File: config.mk
export PLATFORM = sky130hd
export DESIGN_NAME = frame_trigger_exposure_ctrl
export DESIGN_NICKNAME = d
export VERILOG_FILES = /design/src/inc/trig_exp_pkg.sv /design/src/rtl/frame_trigger_exposure_ctrl.sv
export SDC_FILE = /design/constraint.sdc
export NUM_CORES = 1
export LEC_CHECK = 0
export BUFFER_PORTS_ARGS = -buffer_cell sky130_fd_sc_hd__buf_2
export CAP_MARGIN = 20
export CORE_ASPECT_RATIO = 1.4
export CORE_MARGIN = 2
export CORE_UTILIZATION = 45
export DETAILED_ROUTE_END_ITERATION = 6
export GPL_TIMING_DRIVEN = 0
export PLACE_DENSITY_LB_ADDON = 0.25
export SLEW_MARGIN = 40
export SYNTH_ARGS = -nofsm -noshare
export SYNTH_HDL_FRONTEND = slang
export SYNTH_SLANG_ARGS = --single-unit
File: constraint.sdc
create_clock -name core_clk -period 15.6 [get_ports core_clk]
set_clock_uncertainty 0.1 [all_clocks]
set_input_delay 1.56 -clock core_clk [delete_from_list [all_inputs] [get_ports core_clk]]
set_output_delay 1.56 -clock core_clk [all_outputs]
set_load 0.02 [all_outputs]
File: src/inc/trig_exp_pkg.sv
// constants and carrier types of the frame trigger and exposure controller
package trig_exp_pkg;

	//------------------------------------------------------------
	// timing: raw ticks and core clock
	//------------------------------------------------------------
	localparam int TICKS_PER_US     = 125;  // raw ticks per microsecond
	localparam int CORE_CLK_MHZ     = 250;  // core_clk rate in MHz
	localparam int CYCLES_PER_TICK  = CORE_CLK_MHZ / TICKS_PER_US;
	localparam int TICK_DIV_W       = 2;    // divider counter width

	//------------------------------------------------------------
	// limits and reset values
	//------------------------------------------------------------
	localparam logic [31:0] DELAY_MAX_TICKS   = 32'h0EE6_B280; // 250000000
	localparam logic [31:0] EXPOSURE_MAX_TICKS = 32'h0773_5940; // 125000000
	localparam logic [31:0] EXPOSURE_MIN_TICKS = 32'h0000_000C; // 12
	localparam logic [7:0]  BURST_RESET       = 8'h00;
	localparam logic [31:0] DELAY_RESET       = 32'h0000_0000;

	//------------------------------------------------------------
	// encodings
	//------------------------------------------------------------
	localparam logic [2:0] SEQ_EDGE  = 3'h0; // one exposure per edge
	localparam logic [2:0] SEQ_LEVEL = 3'h1; // pulse width exposure
	localparam logic [2:0] SEQ_BULK  = 3'h6; // several frames per trigger

	typedef enum logic [1:0] {
		ORIGIN_ISO_A = 2'h0,  // isolated input a, default
		ORIGIN_ISO_B = 2'h1,  // isolated input b
		ORIGIN_LINK  = 2'h2,  // link trigger input
		ORIGIN_SOFT  = 2'h3   // soft fire command
	} origin_type;

	// one-hot sequencer states
	typedef enum logic [3:0] {
		ST_WAIT   = 4'b0001,  // waiting for a trigger or frame start
		ST_DELAY  = 4'b0010,  // trigger to exposure delay
		ST_EXPOSE = 4'b0100,  // sensor exposing
		ST_GAP    = 4'b1000   // rest of frame period
	} seq_state_type;

	// software configuration, all fields held by the host side
	typedef struct packed {
		logic        shutter_sync_select;       // 0 free run, 1 trigger
		logic [2:0]  exposure_sequence_select;  // edge, level, bulk
		origin_type  trigger_origin_select;     // trigger origin
		logic        hw_edge_polarity;          // 0 rising/high, 1 fall/low
		logic        exposure_manual;           // 0 from frame rate
		logic [7:0]  burst_frame_count;         // frames per bulk trigger
		logic [31:0] trigger_to_exposure_delay; // raw ticks
		logic [31:0] exposure_duration;         // raw ticks
		logic [31:0] frame_rate_setting;        // frame period, raw ticks
	} cfg_type;

	// sequencer status toward the sensor timing logic
	typedef struct packed {
		logic exposure_active; // sensor exposing
		logic frame_start;     // one-cycle pulse at exposure start
		logic trigger_wait;    // ready for a trigger
		logic config_error;    // unsupported sequence or combination
	} status_type;

endpackage

File: src/rtl/frame_trigger_exposure_ctrl.sv
// frame trigger, delay, exposure and bulk sequencer
//
// Overview of operation
// - off is free run, on is triggered
// - edge 0, level 1, bulk 6; others rejected
// - origin is input a, input b, link, software
// - polarity selects active hardware edge
// - bulk frame count 0 to 255, reset 0
// - bulk count ignored outside bulk mode
// - delay 0 to 250000000 ticks before exposure
// - delay applies to hardware and software triggers
// - soft fire starts a triggered exposure sequence
// - soft fire latency is not fixed
// - 32-bit exposure duration, 12 to 125000000 ticks
// - exposure from frame rate or from duration
// - edge mode: one timed exposure per edge
// - level mode exposes while trigger stays active
// - bulk mode exposes several frames per trigger
`timescale 1ns/100ps

module frame_trigger_exposure_ctrl
	import trig_exp_pkg::*;
(
	// clock and reset
	input  wire logic       core_clk,
	input  wire logic       rst_n,
	// configuration from the feature registers
	input  wire cfg_type    cfg,
	input  wire logic       soft_fire_command,
	// trigger pins, asynchronous
	input  wire logic       iso_input_a,
	input  wire logic       iso_input_b,
	input  wire logic       link_trigger_input,
	// status toward the sensor timing
	output status_type      status
);

	//------------------------------------------------------------
	// helper functions
	//------------------------------------------------------------
	// clamp a raw tick value between two bounds
	function automatic logic [31:0] clamp(input logic [31:0] v,
		input logic [31:0] lo, input logic [31:0] hi);
		if (v < lo) begin
			return lo;
		end else if (v > hi) begin
			return hi;
		end
		return v;
	endfunction

	// larger of two tick counts
	function automatic logic [31:0] max32(input logic [31:0] a,
		input logic [31:0] b);
		return (a > b) ? a : b;
	endfunction

	//------------------------------------------------------------
	// pin synchronisers
	//------------------------------------------------------------
	logic [2:0] pin_meta_ff;  // first stage, read by second only
	logic [2:0] pin_sync_ff;  // stable pin levels
	logic       hw_act_ff;    // previous active level of chosen pin

	// two flops before any logic sees the pins
	always_ff @(posedge core_clk) begin
		if (!rst_n) begin
			pin_meta_ff <= 3'h0;
			pin_sync_ff <= 3'h0;
		end else begin
			pin_meta_ff <= {link_trigger_input, iso_input_b, iso_input_a};
			pin_sync_ff <= pin_meta_ff;
		end
	end

	//------------------------------------------------------------
	// trigger selection
	//------------------------------------------------------------
	logic       sel_level;    // chosen pin, raw level
	logic       hw_act;       // chosen pin at its active level
	logic       is_hw_origin; // input a or b
	logic       seq_ok;       // supported sequence code
	logic       combo_ok;     // sequence and origin may be combined
	logic       trig_event;   // accepted trigger this cycle

	// pick the origin and apply polarity
	always_comb begin
		unique case (cfg.trigger_origin_select)
			ORIGIN_ISO_A: sel_level = pin_sync_ff[0];
			ORIGIN_ISO_B: sel_level = pin_sync_ff[1];
			ORIGIN_LINK:  sel_level = pin_sync_ff[2];
			ORIGIN_SOFT:  sel_level = 1'b0;
		endcase
		hw_act       = sel_level ^ cfg.hw_edge_polarity;
		is_hw_origin = (cfg.trigger_origin_select == ORIGIN_ISO_A) ||
			(cfg.trigger_origin_select == ORIGIN_ISO_B);
		seq_ok = (cfg.exposure_sequence_select == SEQ_EDGE) ||
			(cfg.exposure_sequence_select == SEQ_LEVEL) ||
			(cfg.exposure_sequence_select == SEQ_BULK);
		combo_ok = seq_ok && ((cfg.exposure_sequence_select != SEQ_LEVEL)
			|| is_hw_origin);
		if (cfg.trigger_origin_select == ORIGIN_SOFT) begin
			trig_event = soft_fire_command;
		end else begin
			trig_event = hw_act && !hw_act_ff;
		end
		trig_event = trig_event && combo_ok && cfg.shutter_sync_select;
	end

	// remember the active level for edge detection
	always_ff @(posedge core_clk) begin
		if (!rst_n) begin
			hw_act_ff <= 1'b0;
		end else begin
			hw_act_ff <= hw_act;
		end
	end

	//------------------------------------------------------------
	// tick divider: one raw tick every few core cycles
	//------------------------------------------------------------
	logic [TICK_DIV_W-1:0] div_ff;  // divider count
	logic                  tick_en; // one-cycle tick enable

	assign tick_en = (div_ff == TICK_DIV_W'(CYCLES_PER_TICK - 1));

	// free running divider
	always_ff @(posedge core_clk) begin
		if (!rst_n || tick_en) begin
			div_ff <= '0;
		end else begin
			div_ff <= div_ff + 1'b1;
		end
	end

	//------------------------------------------------------------
	// derived lengths
	//------------------------------------------------------------
	logic [31:0] delay_len;  // clamped trigger delay
	logic [31:0] exp_len;    // exposure length in ticks
	logic [31:0] frame_len;  // frame period, exposure has priority
	logic        is_level;   // level mode active
	logic        is_bulk;    // bulk mode active

	always_comb begin
		delay_len = clamp(cfg.trigger_to_exposure_delay, DELAY_RESET,
			DELAY_MAX_TICKS);
		exp_len = cfg.exposure_manual ?
			clamp(cfg.exposure_duration, EXPOSURE_MIN_TICKS,
				EXPOSURE_MAX_TICKS) :
			cfg.frame_rate_setting;
		frame_len = max32(cfg.frame_rate_setting, exp_len);
		is_level  = cfg.exposure_sequence_select == SEQ_LEVEL;
		is_bulk   = cfg.exposure_sequence_select == SEQ_BULK;
	end

	//------------------------------------------------------------
	// sequencer
	//------------------------------------------------------------
	seq_state_type state_ff;     // current state
	seq_state_type nxt_state;    // next state
	logic [31:0]   cnt_ff;       // ticks spent in current state
	logic [31:0]   frame_cnt_ff; // ticks since frame start
	logic [7:0]    burst_ff;     // bulk frames still to expose
	logic          run_level_ff; // running sequence is level mode
	logic          exp_done;     // exposure finished this cycle

	// level exposures end with the pulse, others by count
	assign exp_done = run_level_ff ? !hw_act :
		(cnt_ff >= exp_len);

	// next state decision
	always_comb begin
		nxt_state = state_ff;
		unique case (state_ff)
			ST_WAIT: begin
				if (!cfg.shutter_sync_select) begin
					nxt_state = ST_EXPOSE;
				end else if (trig_event) begin
					nxt_state = ST_DELAY;
				end
			end
			ST_DELAY: begin
				if (cnt_ff >= delay_len) begin
					nxt_state = ST_EXPOSE;
				end
			end
			ST_EXPOSE: begin
				if (exp_done) begin
					if (!cfg.shutter_sync_select || burst_ff != 8'h00) begin
						nxt_state = ST_GAP;
					end else begin
						nxt_state = ST_WAIT;
					end
				end
			end
			ST_GAP: begin
				if (frame_cnt_ff >= frame_len) begin
					if (burst_ff != 8'h00 || !cfg.shutter_sync_select) begin
						nxt_state = ST_EXPOSE;
					end else begin
						nxt_state = ST_WAIT;
					end
				end
			end
		endcase
	end

	// state register
	always_ff @(posedge core_clk) begin
		if (!rst_n) begin
			state_ff <= ST_WAIT;
		end else begin
			state_ff <= nxt_state;
		end
	end

	// per-state tick counter, restarts on every state change
	always_ff @(posedge core_clk) begin
		if (!rst_n || nxt_state != state_ff) begin
			cnt_ff <= '0;
		end else if (tick_en && cnt_ff != '1) begin
			cnt_ff <= cnt_ff + 1'b1;
		end
	end

	// frame period counter, restarts at each exposure start
	always_ff @(posedge core_clk) begin
		if (!rst_n || (nxt_state == ST_EXPOSE && state_ff != ST_EXPOSE)) begin
			frame_cnt_ff <= '0;
		end else if (tick_en && frame_cnt_ff != '1) begin
			frame_cnt_ff <= frame_cnt_ff + 1'b1;
		end
	end

	// bulk frames left; zero counts as a single frame
	always_ff @(posedge core_clk) begin
		if (!rst_n) begin
			burst_ff <= BURST_RESET;
		end else if (state_ff == ST_WAIT && trig_event) begin
			burst_ff <= (is_bulk && cfg.burst_frame_count != 8'h00) ?
				cfg.burst_frame_count - 8'h01 : 8'h00;
		end else if (state_ff == ST_GAP && nxt_state == ST_EXPOSE &&
			burst_ff != 8'h00) begin
			burst_ff <= burst_ff - 8'h01;
		end
	end

	// sequence mode captured at trigger acceptance
	always_ff @(posedge core_clk) begin
		if (!rst_n) begin
			run_level_ff <= 1'b0;
		end else if (state_ff == ST_WAIT) begin
			run_level_ff <= trig_event && is_level;
		end
	end

	//------------------------------------------------------------
	// registered outputs
	//------------------------------------------------------------
	always_ff @(posedge core_clk) begin
		if (!rst_n) begin
			status <= '0;
		end else begin
			status.exposure_active <= nxt_state == ST_EXPOSE;
			status.frame_start     <= nxt_state == ST_EXPOSE &&
				state_ff != ST_EXPOSE;
			status.trigger_wait    <= nxt_state == ST_WAIT &&
				cfg.shutter_sync_select;
			status.config_error    <= !combo_ok;
		end
	end

	//------------------------------------------------------------
	// assertions
	//------------------------------------------------------------
	property p_free_run_no_trigger;
		@(posedge core_clk) disable iff (!rst_n)
		(state_ff == ST_WAIT && !cfg.shutter_sync_select)
			|=> state_ff == ST_EXPOSE;
	endproperty
	a_free_run_no_trigger: assert property (p_free_run_no_trigger)
		else $error("free run did not start an exposure");

	property p_reject_bad_seq;
		@(posedge core_clk) disable iff (!rst_n)
		(state_ff == ST_WAIT && !seq_ok) |=> state_ff != ST_DELAY;
	endproperty
	a_reject_bad_seq: assert property (p_reject_bad_seq)
		else $error("unsupported sequence code was accepted");

	property p_level_needs_hw;
		@(posedge core_clk) disable iff (!rst_n)
		(state_ff == ST_WAIT && is_level && !is_hw_origin)
			|=> state_ff != ST_DELAY;
	endproperty
	a_level_needs_hw: assert property (p_level_needs_hw)
		else $error("level mode started from a non hardware origin");

	property p_soft_fire;
		@(posedge core_clk) disable iff (!rst_n)
		(state_ff == ST_WAIT && cfg.shutter_sync_select && combo_ok &&
			cfg.trigger_origin_select == ORIGIN_SOFT && soft_fire_command)
			|=> state_ff == ST_DELAY ##[0:2] status.trigger_wait == 1'b0;
	endproperty
	a_soft_fire: assert property (p_soft_fire)
		else $error("soft fire did not start a sequence");

	property p_delay_holds;
		@(posedge core_clk) disable iff (!rst_n)
		(state_ff == ST_DELAY && cnt_ff < delay_len && $stable(cfg))
			|=> state_ff == ST_DELAY;
	endproperty
	a_delay_holds: assert property (p_delay_holds)
		else $error("exposure began before the delay elapsed");

	property p_edge_length;
		@(posedge core_clk) disable iff (!rst_n)
		(state_ff == ST_EXPOSE && !run_level_ff && cnt_ff < exp_len)
			|=> state_ff == ST_EXPOSE && status.exposure_active;
	endproperty
	a_edge_length: assert property (p_edge_length)
		else $error("timed exposure ended early");

	property p_level_end;
		@(posedge core_clk) disable iff (!rst_n)
		(state_ff == ST_EXPOSE && run_level_ff && !hw_act)
			|=> state_ff != ST_EXPOSE && !status.exposure_active;
	endproperty
	a_level_end: assert property (p_level_end)
		else $error("level exposure outlived the trigger pulse");

	property p_bulk_next;
		@(posedge core_clk) disable iff (!rst_n)
		(state_ff == ST_EXPOSE && exp_done && burst_ff != 8'h00)
			|=> state_ff == ST_GAP;
	endproperty
	a_bulk_next: assert property (p_bulk_next)
		else $error("bulk sequence stopped before its frame count");

endmodule

==> metrics list <==
- The min-delay analysis places its worst path in the category flip-flop to flip-flop.
- Max Fanout on Critical Path: 10
- Post-route clock period utilization: 59.4%
- Number of maximum-capacitance constraint violations: 0
* Critical Path Start Type: input port
* Yosys warnings: 0
- Actual transition at the worst max-transition pin: 0.821 ns
- Endpoint type of the worst setup path: flip-flop
- Net count of the finished layout: 1,447
* Post-synth top area share: 21.6%
* Dpl ws: 6.04 ns
* Unique cell type count in the Yosys netlist: 66
- Core footprint: 18,100 um2
- The hold violation total from the final report came to 0.
* Number of fill cells in the layout: 1,806
- Summing every instance area after synthesis gives 8350 um2.
- HPWL after DPL: 19.3 mm
* Category of the critical setup timing path: input port to flip-flop
- Sorting the synthesized cells by area gives the leading types as sky130_fd_sc_hd__dfxtp_1 22%, sky130_fd_sc_hd__ha_1 20%, sky130_fd_sc_hd__nor2_1 6.9%.
* Clock tree from TritonCTS: built
* Vias: 8,193
* Post-route DRC violation count: 0
* Antenna violations before repair: 4
* Die W: 119 um
- Using the TritonRoute via totals, the vias-per-cell ratio works out to 5.67.
- During placement, the flow inserted port buffers numbering 120.
* Average detailed-routed wire length per instance: 15.8 um
- Clock period minus worst slack: 9.27 ns
- Once the clock tree was built, the setup fixing pass inserted 0 buffers.
* Num Clock Sinks: 90
- The first global-routing pass estimated 36.8 mm of wire.
* Register area: 1800 um2
- Slew margin rel.: 44.4%
- For this block, the initial DRC count from the detailed router was 317.
- Summing the sequential cell areas from Yosys gives 21.6% of the chip area.
- STA puts the critical path data required time at 15.72 ns.
- Routability-driven placement finished with a final weighted congestion of 0.995.
- In the global route stage, overall resource usage came out at 23.4%.
* Count of final setup violators: 0
- Compared with the post-synthesis result, the final layout area differs by 14.9%.
- Area of the die: 19,700 um2
- Counting the buffers created by CTS gives 9.
* Synthesized instance count: 1,062
- The biggest area contributor in the post-synthesis netlist is sky130_fd_sc_hd__dfxtp_1.
- In this run the remaining antenna-violating nets after routing total 0.
- Cells with a size suffix above 1 make up 15.7% of the layout.
- The synthesized design contains 0 enable-type register cells.
- Total I/O pin count: 122
- Once routing completed, OpenROAD measured the worst setup slack at 6.33 ns.
- Worst path buffer plus inverter count: 5
- Summed over all cells, the static leakage comes to 4.17 nW.
- Count leader, synth: sky130_fd_sc_hd__nor2_1
* Vias in the first global route: 7,879
- Top post-synthesis cells by count: 154 x sky130_fd_sc_hd__nor2_1, 132 x sky130_fd_sc_hd__ha_1, 91 x sky130_fd_sc_hd__nand2_1
- In this run the deepest clock path goes through 2 buffers.
- The tree is rooted in a sky130_fd_sc_hd__clkbuf_16.
* Achievable Freq: 108 MHz
- Number of synthesized register bits: 90
- For this run the aggregate overflow at the end of global routing stands at 0.
- Count of TritonRoute iterations in the first routing pass: 5
* Area after detailed placement: 9280 um2
* CP arrival: 9.39 ns
- Pin count of the biggest net entering global routing: 16
- Per-instance average area after synthesis: 7.86 um2
* Number of pins exceeding their max-slew limit in the final report: 0
* Post-cts hold buffer count: 0
- For this run, the leading register cell type out of synthesis is sky130_fd_sc_hd__dfxtp_1.
- Fraction of registers with async set/reset: 0%
- The slowest stage of the critical path is the sky130_fd_sc_hd__or4_1 cell.
- Post-route design area: 9590 um2
- Routed wire length: 22.9 mm
- Post-cts sizing count: 0
- Total power for the finished layout comes to 0.594 mW.
- In this run the vertical extent of the chip is 165 um.
- Setup TNS: 0 ns
- Power density of the placed cells: 61.9 nW/um2
- CP max stage delay: 0.60 ns
- In the final layout, the multi-input gates occupy 6290 um2.
- Outcome: finished, final reports clean
* Row count: 58
* Worst vdd ir: 0.0559 mV
* Deepest level of the CTS H-tree: 3
* Setup repair after global routing missed its margin: no
* CTS clock-pin slew for the worst setup and hold paths: 0.07 ns
- Clock insertion delay at the later pin of the skew report: 0.35 ns
* Initial core utilization: 46.2%
- Worst path top cell family by delay: compound AO/OA/AOI/OAI gates
[sequential cells by signal, indices dropped and copies added, names as in the netlist]
signal / count
burst_ff: 8
status: 4
div_ff: 2
frame_cnt_ff: 32
run_level_ff: 1
hw_act_ff: 1
pin_sync_ff: 3
cnt_ff: 32
pin_meta_ff: 3
state_ff: 4
[power by group]
group	internal [mW]	total, mW	switching (mW)
logic	0.0577	0.139	0.0811
clock network	0.124	0.219	0.0949
registers	0.233	0.236	0.00250
[cell usage in the layout, fill, tap and decap left out, types with 25 or more instances in the layout]
| master | synthesis | layout |
|---|---|---|
| sky130_fd_sc_hd__nor2_1 | 154 | 154 |
| sky130_fd_sc_hd__o21ai_0 | 46 | 46 |
| sky130_fd_sc_hd__mux2_2 | 25 | 25 |
| sky130_fd_sc_hd__inv_1 | 53 | 53 |
| sky130_fd_sc_hd__nand4_1 | 45 | 45 |
| sky130_fd_sc_hd__nand2_1 | 91 | 91 |
| sky130_fd_sc_hd__ha_1 | 132 | 132 |
| sky130_fd_sc_hd__nand3_1 | 43 | 43 |
| sky130_fd_sc_hd__a21oi_1 | 49 | 49 |
| sky130_fd_sc_hd__dfxtp_1 | 90 | 90 |
| sky130_fd_sc_hd__buf_2 | 7 | 128 |
| sky130_fd_sc_hd__xor2_1 | 55 | 55 |
[routing by layer]
metal	global-route usage, %	wire length [um]
met1	27.1	9580
met2	42.3	11300
met3	2.06	923
met4	13.0	1070
met5	0	0
[stage by stage]
step	util, %	hold WS, ns	std cells
4_1_cts	53.0	0.333	1441
3_3_place_gp	51.2	0.313	1425
3_5_place_dp	51.4	0.320	1426
5_1_grt	53.1	0.354	1445
2_1_floorplan	-	0.298	1065
6_report	53.1	0.335	1445
[layout make-up]
cell class / count / area share (%)
flip-flops and latches: 90 / 18.8
clock buffers: 9 / 2.35
multi-input cells: 900 / 65.6
inverters: 54 / 2.11
plain buffers: 21 / 0.913
repair buffers: 121 / 6.31
diodes: 4 / 0.104
well taps: 240 / 3.13
clock inverters: 6 / 0.705
[worst paths after layout]
check        slack [ns]           start          endpoint  cells past startpoint
min                0.33  pin_meta_ff[1]    pin_sync_ff[1]                      1
max                6.33         cfg[62]  frame_cnt_ff[17]                     30
max reg2reg       11.94       cnt_ff[0]  frame_cnt_ff[17]                     12
min reg2reg        0.33  pin_meta_ff[1]    pin_sync_ff[1]                      1
[kinds of logic after synthesis]
family / count (synthesis) / share of synthesized area [%]
AO/OA/AOI/OAI: 200 / 16.3
XOR/XNOR: 76 / 7.98
adder cells (fa/ha/maj): 132 / 19.8
buffers and inverters: 75 / 3.48
flip-flops: 90 / 21.6
multiplexers: 31 / 4.12
other: 1 / 0.0449
AND/OR/NAND/NOR: 457 / 26.7
Note: power is estimated with default switching activity, not from simulation.
